===== config.mk =====
export PLATFORM = sky130hd
export DESIGN_NAME = seq_top
export DESIGN_NICKNAME = d
export VERILOG_FILES = /design/src/seq_pkg.sv /design/src/seq_timer.sv /design/src/seq_top.sv
export SDC_FILE = /design/constraint.sdc
export NUM_CORES = 1
export LEC_CHECK = 0
export ABC_AREA = 0
export BUFFER_PORTS_ARGS = -buffer_cell sky130_fd_sc_hd__buf_2
export CAP_MARGIN = 30
export CORE_ASPECT_RATIO = 1.5
export CORE_MARGIN = 1.5
export CORE_UTILIZATION = 45
export CTS_CLUSTER_DIAMETER = 150
export CTS_CLUSTER_SIZE = 12
export DETAILED_ROUTE_END_ITERATION = 10
export GPL_TIMING_DRIVEN = 0
export PLACE_DENSITY = 0.63
export SETUP_SLACK_MARGIN = 0.2
export SLEW_MARGIN = 20
export SYNTH_ARGS = -nofsm -noshare
export SYNTH_HDL_FRONTEND = slang
export SYNTH_HIERARCHICAL = 1
export SYNTH_SLANG_ARGS = --single-unit
export TNS_END_PERCENT = 10

===== constraint.sdc =====
create_clock -name CLK_I -period 9 [get_ports CLK_I]
set_input_delay 1.8 -clock CLK_I [delete_from_list [all_inputs] [get_ports CLK_I]]
set_output_delay 1.8 -clock CLK_I [all_outputs]
set_load 0.005 [all_outputs]

===== src/seq_pkg.sv =====
// Purpose: shared constants and types for the radio mode sequencer
// Assumes: 40 MHz clock, one clock domain
// Notes: chip modes, route codes, config and event bundles and timing counts
package seq_pkg;

	// chip operating modes driven out by the sequencer
	typedef enum logic [2:0] {
		MODE_SLEEP,
		MODE_STANDBY,
		MODE_SYNTH,
		MODE_TX,
		MODE_RX
	} chip_mode_t;

	// idle and low-power field encodings
	localparam logic IDLE_STANDBY = 1'b0;
	localparam logic IDLE_SLEEP = 1'b1;
	localparam logic LP_TO_OFF = 1'b0;
	localparam logic IDLE_TO_TX = 1'b0;
	localparam logic TX_TO_LPSEL = 1'b0;

	// launch route codes
	localparam logic [1:0] START_LPSEL = 2'h0;
	localparam logic [1:0] START_RX = 2'h1;
	localparam logic [1:0] START_TX = 2'h2;
	localparam logic [1:0] START_TX_ON_LEVEL = 2'h3;

	// receive exit codes
	localparam logic [2:0] RX_PKT_ON_PAYLOAD = 3'h1;
	localparam logic [2:0] RX_LPSEL_ON_PAYLOAD = 3'h2;
	localparam logic [2:0] RX_PKT_ON_CRC = 3'h3;
	localparam logic [2:0] RX_OFF_ON_STRENGTH = 3'h4;
	localparam logic [2:0] RX_OFF_ON_SYNC = 3'h5;
	localparam logic [2:0] RX_OFF_ON_PREAMBLE = 3'h6;

	// receive timeout action codes
	localparam logic [1:0] TMO_RESTART = 2'h0;
	localparam logic [1:0] TMO_TX = 2'h1;
	localparam logic [1:0] TMO_LPSEL = 2'h2;
	localparam logic [1:0] TMO_OFF = 2'h3;

	// packet-held exit codes
	localparam logic [2:0] PKT_OFF = 3'h0;
	localparam logic [2:0] PKT_TX_ON_DRAIN = 3'h1;
	localparam logic [2:0] PKT_LPSEL = 3'h2;
	localparam logic [2:0] PKT_RX_VIA_SYNTH = 3'h3;
	localparam logic [2:0] PKT_RX_DIRECT = 3'h4;

	// timer step encodings and durations
	localparam logic [1:0] STEP_OFF = 2'h0;
	localparam logic [1:0] STEP_FINE = 2'h1;
	localparam logic [1:0] STEP_MID = 2'h2;
	localparam int CLK_HZ = 40000000;
	localparam int STEP_FINE_US = 64;
	localparam int STEP_MID_US10 = 41;
	localparam int STEP_COARSE_MS = 262;
	// longest times round down
	localparam int STEP_FINE_CYC = STEP_FINE_US * (CLK_HZ / 1000000);
	localparam int STEP_MID_CYC = STEP_MID_US10 * (CLK_HZ / 10000);
	localparam int STEP_COARSE_CYC = STEP_COARSE_MS * (CLK_HZ / 1000);
	localparam int STEP_CNT_W = 24;
	localparam int MULT_W = 8;

	// sequencer configuration bundle
	typedef struct packed {
		logic idle_lowpower_choice;
		logic [1:0] launch_route;
		logic lowpower_choice;
		logic idle_exit_route;
		logic tx_exit_route;
		logic [2:0] rx_exit_route;
		logic [1:0] rx_timeout_route;
		logic [2:0] pkt_done_route;
		logic crc_check_on;
		logic crc_auto_discard;
		logic [1:0] first_timer_step;
		logic [1:0] second_timer_step;
		logic [MULT_W-1:0] first_timer_mult;
		logic [MULT_W-1:0] second_timer_mult;
	} seq_cfg_t;

	// event pulses from the radio blocks
	typedef struct packed {
		logic tx_done_event;
		logic payload_ready_event;
		logic crc_good_event;
		logic fifo_level_event;
		logic fifo_drained_event;
		logic strength_timeout_event;
		logic preamble_timeout_event;
		logic sync_timeout_event;
		logic strength_event;
		logic sync_match_event;
		logic preamble_seen_event;
	} seq_evt_t;

endpackage


===== src/seq_timer.sv =====
// Purpose: one sequencer interval timer
// Assumes: step count values set by the package
// Notes: counts step times mult after arm, then pulses done
`timescale 1ns/100ps
module seq_timer
(
	// clock and reset
	input wire logic clk_i,
	input wire logic arst_n_i,
	// control
	input wire logic arm_i,
	input wire logic stop_i,
	input wire logic [1:0] step_i,
	input wire logic [seq_pkg::MULT_W-1:0] mult_i,
	// result
	output logic done_o
);
	import seq_pkg::*;

	logic run_q;
	logic [STEP_CNT_W-1:0] tick_q;
	logic [MULT_W-1:0] left_q;
	logic [STEP_CNT_W-1:0] step_len;
	logic tick_end;

	always_comb
	begin
		case (step_i)
			STEP_FINE: step_len = STEP_CNT_W'(STEP_FINE_CYC - 1);
			STEP_MID: step_len = STEP_CNT_W'(STEP_MID_CYC - 1);
			default: step_len = STEP_CNT_W'(STEP_COARSE_CYC - 1);
		endcase
	end

	assign tick_end = (tick_q == step_len);

	always_ff @(posedge clk_i or negedge arst_n_i)
	begin
		if (!arst_n_i)
		begin
			run_q <= 1'b0;
			tick_q <= '0;
			left_q <= '0;
			done_o <= 1'b0;
		end
		else
		begin
			done_o <= 1'b0;
			if (stop_i)
				run_q <= 1'b0;
			else if (arm_i)
			begin
				// disabled step or zero multiplier never fires
				run_q <= (step_i != STEP_OFF) && (mult_i != '0);
				tick_q <= '0;
				left_q <= mult_i;
			end
			else if (run_q)
			begin
				if (tick_end)
				begin
					tick_q <= '0;
					if (left_q == MULT_W'(1))
					begin
						run_q <= 1'b0;
						done_o <= 1'b1;
					end
					left_q <= left_q - MULT_W'(1);
				end
				else
					tick_q <= tick_q + STEP_CNT_W'(1);
			end
		end
	end
endmodule


===== src/seq_top.sv =====
// Purpose: top level radio mode sequencer
// Assumes: event inputs are one-cycle pulses from logic on CLK_I
// Notes: mode request pins go to the chip mode controller
//
// What this block does
// - sequencer runs only while the FSK/OOK modem is selected
// - launch command in Sleep or Standby starts it and records initial mode
// - stop command forces the off state at once from any state
// - off via low-power choice returns chip to recorded initial mode
// - initial mode is captured at launch and used when a route picks off; stop or modem loss leaves the request unchanged
// - idle holds Standby when idle choice is 0, Sleep when 1
// - idle reacts only to first timer: 0 to transmit, 1 to receive
// - transmit turns transmitter on; receive and packet-held keep receiver on
// - launch route picks first step: low-power choice, rx, tx, tx on level
// - low-power choice 0 gives off in initial mode, 1 gives idle
// - packet sent exits transmit to low-power choice or receive
// - receive exit route picks payload, CRC, or detect-based exits
// - route 011 with CRC on, no auto discard: payload ready without CRC good is timeout
// - second timer always sends receive to low-power choice
// - strength, preamble or sync timeout each count as receive timeout
// - timeout route: restart rx, transmit, low-power choice, or off
// - packet-held route 000 off, 001 tx on drained, 010 low-power choice
// - route 011 returns to rx through synth mode, 100 directly
// - first timer fires step times mult after second timer or launch
// - second timer fires step times mult after first timer
// - step code: 00 off, 01 64 us, 10 4.1 ms, 11 262 ms
`timescale 1ns/100ps
module seq_top
(
	// clock and reset
	input wire logic CLK_I,
	input wire logic ARST_N_I,
	// host commands and configuration
	input wire logic SEQ_LAUNCH_CMD_I,
	input wire logic SEQ_STOP_CMD_I,
	input wire seq_pkg::seq_cfg_t CFG_I,
	// chip mode state
	input wire logic FSK_MODEM_SEL_I,
	input wire seq_pkg::chip_mode_t CHIP_MODE_I,
	// radio events
	input wire seq_pkg::seq_evt_t EVT_I,
	// mode requests and status
	output seq_pkg::chip_mode_t MODE_REQ_O,
	output logic MODE_REQ_VALID_O,
	output logic RX_RELAUNCH_O,
	output logic SEQ_ACTIVE_O,
	output logic [2:0] SEQ_STATE_O,
	output logic FIRST_TIMER_EVENT_O,
	output logic SECOND_TIMER_EVENT_O
);
	import seq_pkg::*;

	typedef enum logic [2:0] {
		SEQ_OFF_STATE,
		IDLE_STATE,
		TX_STATE,
		RX_STATE,
		PKT_HELD_STATE,
		LEVEL_WAIT_STATE,
		SYNTH_STATE
	} seq_state_t;

	seq_state_t state_q;
	seq_state_t state_d;
	chip_mode_t init_mode_q;
	chip_mode_t mode_d;
	logic mode_chg_d;
	logic relaunch_d;
	logic launch_ok;
	logic rx_timeout_event;
	logic first_timer_event;
	logic second_timer_event;
	logic lp_to_off;
	logic timers_arm;
	logic timers_stop;

	////////////////////////////////////////////////////////////////////
	// launch qualification and timeout merge

	assign launch_ok = SEQ_LAUNCH_CMD_I && !SEQ_STOP_CMD_I && FSK_MODEM_SEL_I
		&& (state_q == SEQ_OFF_STATE)
		&& (CHIP_MODE_I == MODE_SLEEP || CHIP_MODE_I == MODE_STANDBY);

	assign rx_timeout_event = EVT_I.strength_timeout_event || EVT_I.preamble_timeout_event
		|| EVT_I.sync_timeout_event;

	assign lp_to_off = (CFG_I.lowpower_choice == LP_TO_OFF);
	assign timers_arm = launch_ok;
	// leaving the FSK modem also halts the sequencer
	assign timers_stop = SEQ_STOP_CMD_I || !FSK_MODEM_SEL_I || (state_d == SEQ_OFF_STATE);

	////////////////////////////////////////////////////////////////////
	// interval timers alternate first and second

	seq_timer u_first_timer
	(
		.clk_i(CLK_I),
		.arst_n_i(ARST_N_I),
		.arm_i(timers_arm || second_timer_event),
		.stop_i(timers_stop),
		.step_i(CFG_I.first_timer_step),
		.mult_i(CFG_I.first_timer_mult),
		.done_o(first_timer_event)
	);

	seq_timer u_second_timer
	(
		.clk_i(CLK_I),
		.arst_n_i(ARST_N_I),
		.arm_i(first_timer_event),
		.stop_i(timers_stop || timers_arm),
		.step_i(CFG_I.second_timer_step),
		.mult_i(CFG_I.second_timer_mult),
		.done_o(second_timer_event)
	);

	////////////////////////////////////////////////////////////////////
	// next state and mode request

	always_comb
	begin
		state_d = state_q;
		mode_d = MODE_STANDBY;
		mode_chg_d = 1'b0;
		relaunch_d = 1'b0;
		if (SEQ_STOP_CMD_I || !FSK_MODEM_SEL_I)
		begin
			state_d = SEQ_OFF_STATE;
		end
		else
		begin
			case (state_q)
				SEQ_OFF_STATE:
				begin
					if (launch_ok)
					begin
						case (CFG_I.launch_route)
							START_RX: state_d = RX_STATE;
							START_TX: state_d = TX_STATE;
							START_TX_ON_LEVEL: state_d = LEVEL_WAIT_STATE;
							default: state_d = lp_to_off ? SEQ_OFF_STATE : IDLE_STATE;
						endcase
						if (CFG_I.launch_route == START_LPSEL && lp_to_off)
						begin
							mode_d = CHIP_MODE_I;
							mode_chg_d = 1'b1;
						end
					end
				end
				LEVEL_WAIT_STATE:
				begin
					if (EVT_I.fifo_level_event)
						state_d = TX_STATE;
				end
				IDLE_STATE:
				begin
					if (first_timer_event)
						state_d = (CFG_I.idle_exit_route == IDLE_TO_TX) ? TX_STATE : RX_STATE;
				end
				TX_STATE:
				begin
					if (EVT_I.tx_done_event)
					begin
						if (CFG_I.tx_exit_route == TX_TO_LPSEL)
							state_d = lp_to_off ? SEQ_OFF_STATE : IDLE_STATE;
						else
							state_d = RX_STATE;
					end
				end
				RX_STATE:
				begin
					if (second_timer_event)
						state_d = lp_to_off ? SEQ_OFF_STATE : IDLE_STATE;
					else if (rx_timeout_event || (CFG_I.rx_exit_route == RX_PKT_ON_CRC
						&& CFG_I.crc_check_on && !CFG_I.crc_auto_discard
						&& EVT_I.payload_ready_event && !EVT_I.crc_good_event))
					begin
						case (CFG_I.rx_timeout_route)
							TMO_RESTART:
							begin
								state_d = RX_STATE;
								relaunch_d = 1'b1;
							end
							TMO_TX: state_d = TX_STATE;
							TMO_LPSEL: state_d = lp_to_off ? SEQ_OFF_STATE : IDLE_STATE;
							default: state_d = SEQ_OFF_STATE;
						endcase
					end
					else
					begin
						case (CFG_I.rx_exit_route)
							RX_PKT_ON_PAYLOAD:
								if (EVT_I.payload_ready_event)
									state_d = PKT_HELD_STATE;
							RX_LPSEL_ON_PAYLOAD:
								if (EVT_I.payload_ready_event)
									state_d = lp_to_off ? SEQ_OFF_STATE : IDLE_STATE;
							RX_PKT_ON_CRC:
								if (EVT_I.crc_good_event)
									state_d = PKT_HELD_STATE;
							RX_OFF_ON_STRENGTH:
								if (EVT_I.strength_event)
									state_d = SEQ_OFF_STATE;
							RX_OFF_ON_SYNC:
								if (EVT_I.sync_match_event)
									state_d = SEQ_OFF_STATE;
							RX_OFF_ON_PREAMBLE:
								if (EVT_I.preamble_seen_event)
									state_d = SEQ_OFF_STATE;
							default: state_d = RX_STATE;
						endcase
					end
				end
				PKT_HELD_STATE:
				begin
					case (CFG_I.pkt_done_route)
						PKT_OFF: state_d = SEQ_OFF_STATE;
						PKT_TX_ON_DRAIN:
							if (EVT_I.fifo_drained_event)
								state_d = TX_STATE;
						PKT_LPSEL: state_d = lp_to_off ? SEQ_OFF_STATE : IDLE_STATE;
						PKT_RX_VIA_SYNTH: state_d = SYNTH_STATE;
						PKT_RX_DIRECT: state_d = RX_STATE;
						default: state_d = PKT_HELD_STATE;
					endcase
				end
				SYNTH_STATE: state_d = RX_STATE;
				default: state_d = SEQ_OFF_STATE;
			endcase
			// any active state routed to off hands the chip its initial mode
			if (state_q != SEQ_OFF_STATE && state_d == SEQ_OFF_STATE)
			begin
				mode_d = init_mode_q;
				mode_chg_d = 1'b1;
			end
			else if (state_d != state_q || relaunch_d)
			begin
				mode_chg_d = 1'b1;
				case (state_d)
					IDLE_STATE: mode_d = (CFG_I.idle_lowpower_choice == IDLE_SLEEP)
						? MODE_SLEEP : MODE_STANDBY;
					TX_STATE: mode_d = MODE_TX;
					RX_STATE: mode_d = MODE_RX;
					PKT_HELD_STATE: mode_d = MODE_RX;
					SYNTH_STATE: mode_d = MODE_SYNTH;
					default: mode_d = CHIP_MODE_I;
				endcase
			end
		end
	end

	////////////////////////////////////////////////////////////////////
	// state register

	always_ff @(posedge CLK_I or negedge ARST_N_I)
	begin
		if (!ARST_N_I)
			state_q <= SEQ_OFF_STATE;
		else
			state_q <= state_d;
	end

	////////////////////////////////////////////////////////////////////
	// initial mode capture

	always_ff @(posedge CLK_I or negedge ARST_N_I)
	begin
		if (!ARST_N_I)
			init_mode_q <= MODE_STANDBY;
		else if (launch_ok)
			init_mode_q <= CHIP_MODE_I;
	end

	////////////////////////////////////////////////////////////////////
	// outputs

	always_ff @(posedge CLK_I or negedge ARST_N_I)
	begin
		if (!ARST_N_I)
		begin
			MODE_REQ_O <= MODE_STANDBY;
			MODE_REQ_VALID_O <= 1'b0;
			RX_RELAUNCH_O <= 1'b0;
		end
		else
		begin
			MODE_REQ_VALID_O <= mode_chg_d;
			RX_RELAUNCH_O <= relaunch_d;
			if (mode_chg_d)
				MODE_REQ_O <= mode_d;
		end
	end

	assign SEQ_ACTIVE_O = (state_q != SEQ_OFF_STATE);
	assign SEQ_STATE_O = state_q;
	assign FIRST_TIMER_EVENT_O = first_timer_event;
	assign SECOND_TIMER_EVENT_O = second_timer_event;
endmodule


==> metrics.md <==
| Metric | Value |
|---|---|
| Run status | finished clean |
| Syn avg cell area | ~8.8 µm² |
| Deepest level of the CTS H-tree | 3 |
| Final setup viols | 0 |
| Crit Path Max Fanout | 10 |
| Syn Inst Count | around 630 |
| Routed Antenna Nets | 0 |
| Worst-path clk slew | 0.06 ns |
| Pin count of the biggest net entering global routing | 55 |
| Cell leakage power | between 2 and 3 nW |
| Area share of the leading cell type in the synthesized netlist | 0.3498 |
| Crit end category | flop |
| Hold_buf cts | 0 |
| Post-route DRC violation count | 0 |
| Die Wd | between 90 and 100 µm |
| Worst R2R Setup Slack | between 4 and 5 ns |
| Final period util | 0.5510 |
| Clock power frac | 0.467 |
| Crit Path Class | input port to flop |
| CTS tree | yes |
| Die Y | 138.5 µm |
| Most used DFF post-synth | dfrtp_1 |
| Setup TNS Final | 0 ns |
| First-pass GRT wire length | roughly 23,000 µm |
| Max Cap Viol | 0 |
| Fin Clk Skew | 0.009858 ns |
| Sw Ratio | 0.2293 |
| Via count | 5,062 |
| Seq/Total Area, Yosys | 0.3593 |
| RSZ-0062 raised after global routing | false |
| Clock sinks | between 70 and 80 |
| Most area-hungry cell type in the Yosys netlist | dfrtp_1 |
| Layout cell share with drive strength beyond 1 | 0.1841 |
| Data required time of the worst path | about 9.2 ns |
| Routability Congestion | 0.8998 |
| Final Hold Fails | 0 |
| Layout area overhead | 15.51% |
| Total CTS buffers | 9 |
| Die area | 12,930 µm² |
| PD cells | about 130 nW/µm² |
| Tot Pwr | 828.6 µW |
| Hpwl dp | between 10,000 and 15,000 µm |
| Root buf cell | clkbuf_16 |
| Total track usage | 0.2227 |
| Synthesized Nets | 697 |
| Buffers on Ports | 64 |
| Grt total ovfl | 0 |
| Initial core utilization | 0.4608 |
| Post-synthesis cell area | around 5500 µm² |
| Comb power frac | 0.087 |
| Worst vdd ir | 91.91 µV |
| Row count | 49 |
| Starting DRC count in detailed routing | between 200 and 300 |
| Slew Limit Fails | 0 |
| Critical Path Source Type | input port |
| Async S/R FF share, synth | 1.000 |
| Psw | 190.0 µW |
| Post-CTS Resized | 0 |
| Number of synthesized flops with an enable pin | 0 |
| Ports | 66 |
| Min Tclk post-route | 4.959 ns |
| Initial antenna violation count | 0 |
| Fin nets | 773 |
| Top cells by area, synth | dfrtp_1 (35%), xnor2_1 (6.2%), nor2_1 (5.7%) |
| Final wirelength | between 10,000 and 15,000 µm |
| Clock latency on the worst-skew pair | roughly 0.34 ns |
| CTS max path bufs | 2 |
| P_int | 638.6 µW |
| Seq pwr share | 0.446 |
| DR vias/cell | ~5.9 |
| FILL cells | 1,113 |
| Vias in the first global route | 5,036 |
| Setup bufs post-CTS | 0 |
| Synthesis-stage register bit count | 79 |
| Post-synth cell types | 78 |
| Worst Path Arrival | 5.18 ns |
| Slew @ Worst Pin | roughly 0.75 ns |
| Synth warn | 6 |
| DR WL/cell | 16.28 µm |
| Router iterations before antenna repair | 5 |
| HP Class | flop to flop |
| Max Freq | about 0.20 GHz |
| Core area | 11,960 µm² |
| Slew margin rel. | 0.4864 |
| Ant diodes | 0 |
[routing by layer]
metal	track usage	routed length (µm)	vias to the layer above
li1	-	-	2424
met1	0.2615	5672	2456
met2	0.3928	7368	155
met3	0.03190	595	27
met4	0.1005	348	0
met5	0	0	-
[worst max-delay path, stage by stage]
cell	delay (ns)
buf_2	0.08
nor2b_1	0.41
nand3_1	0.31
a211o_2	0.39
o21ai_0	0.12
nand2b_4	0.23
o31ai_1	0.13
nand2b_1	0.26
o21ba_2	0.31
nand4_1	0.43
nor4_1	0.47
xnor2_1	0.16
nor2_1	0.06
[power groups by stage]
stage / Combinational (mW) / Sequential (mW) / Clock [mW]
finish: 0.0724 / 0.369 / 0.387
CTS: 0.0735 / 0.369 / 0.398
detailed placement: 0.0731 / 0.376 / 0
global route: 0.0813 / 0.370 / 0.414
global placement: 0.0696 / 0.375 / 0
floorplan: 0.0348 / 0.376 / 0
[cells by family after synthesis]
group                    synth area share
AO/OA/AOI/OAI                      0.1372
multiplexers                      0.04224
adder cells (fa/ha/maj)           0.03861
buffers and inverters             0.04225
flip-flops                         0.3593
AND/OR/NAND/NOR                    0.3089
XOR/XNOR                          0.07154
[final timing paths]
| check | end | from | cells after the start |
|---|---|---|---|
| min in group asynchronous | u_second_timer/tick_q[18] | ARST_N_I | 1 |
| worst max register to register | u_second_timer/tick_q[23] | SEQ_STATE_O[1] | 12 |
| worst max-delay path | u_second_timer/tick_q[23] | FSK_MODEM_SEL_I | 13 |
| max in group asynchronous | MODE_REQ_O[0] | ARST_N_I | 2 |
| worst min register to register | init_mode_q[0] | init_mode_q[0] | 2 |
| worst min-delay path | init_mode_q[0] | init_mode_q[0] | 2 |
[metrics by stage]
| step | area (µm²) | worst slack (ns) | hold slack, ns | instances | util |
|---|---|---|---|---|---|
| 6_report | 6364 | 4.041 | 0.4581 | 859 | 0.5323 |
| 5_1_grt | 6364 | 3.703 | 0.4669 | 859 | 0.5323 |
| 4_1_cts | 6364 | 4.018 | 0.4596 | 859 | 0.5323 |
| 3_5_place_dp | 6051 | 3.695 | 0.4499 | 843 | 0.5061 |
| 3_3_place_gp | 6021 | 3.646 | 0.4486 | 842 | 0.5036 |
| 2_1_floorplan | 5509 | 4.431 | 0.4356 | 625 | - |
[layout by cell type, fill, tap and decap left out, types with 6 or more instances in the layout]
master     Yosys  layout
a211oi_1       6       6
a21oi_1       11      11
a31oi_1        8       8
and2_1         9       9
and3_1         7       7
buf_2          6      69
clkbuf_1      10      10
clkbuf_16      0       9
dfrtp_1       77      77
ha_1          17      17
inv_1         30      30
mux2i_1       12      12
nand2_1       41      41
nand2b_1       8       8
nand3_1       26      26
nand4_1       26      26
nor2_1        84      84
nor2b_1        8       8
nor3_1        37      37
nor3b_1       10      10
nor4_1         8       8
o211ai_1       7       7
o21ai_0       20      20
or4_1          8       8
xnor2_1       39      39
xor2_1         6       6
[sequential cells by signal, indices dropped and copies added, names as in the netlist, 3 cells and up]
| name | flops |
|---|---|
| u_second_timer/left_q | 8 |
| MODE_REQ_O | 3 |
| u_second_timer/tick_q | 24 |
| u_first_timer/tick_q | 24 |
| SEQ_STATE_O | 3 |
| init_mode_q | 3 |
| u_first_timer/left_q | 8 |
[final cells by class]
class	instances	area [µm²]	share of cell area
clock inverters	7	87.58	0.01376
well taps	153	191.4	0.03008
inverters	32	120.1	0.01888
multi-input cells	494	3297	0.5181
repair buffers	65	350.3	0.05505
clock buffers	9	225.2	0.03539
plain buffers	20	112.6	0.01770
flip-flops and latches	79	1979	0.3111
[synthesized netlist by cell type, types with 3 or more instances]
cell type / n
a211oi_1: 6
a21oi_1: 11
a221oi_1: 4
a31oi_1: 8
and2_1: 9
and3_1: 7
and3b_1: 4
and4_1: 4
buf_2: 6
buf_6: 4
clkbuf_1: 10
dfrtp_1: 77
ha_1: 17
inv_1: 30
mux2i_1: 12
nand2_1: 41
nand2b_1: 8
nand3_1: 26
nand3b_1: 5
nand4_1: 26
nor2_1: 84
nor2b_1: 8
nor3_1: 37
nor3b_1: 10
nor4_1: 8
o211ai_1: 7
o21a_1: 3
o21ai_0: 20
o21ai_1: 5
o22ai_1: 3
or3_1: 4
or3b_2: 3
or4_1: 8
xnor2_1: 39
xor2_1: 6
Note: power is estimated with default switching activity, not from simulation.
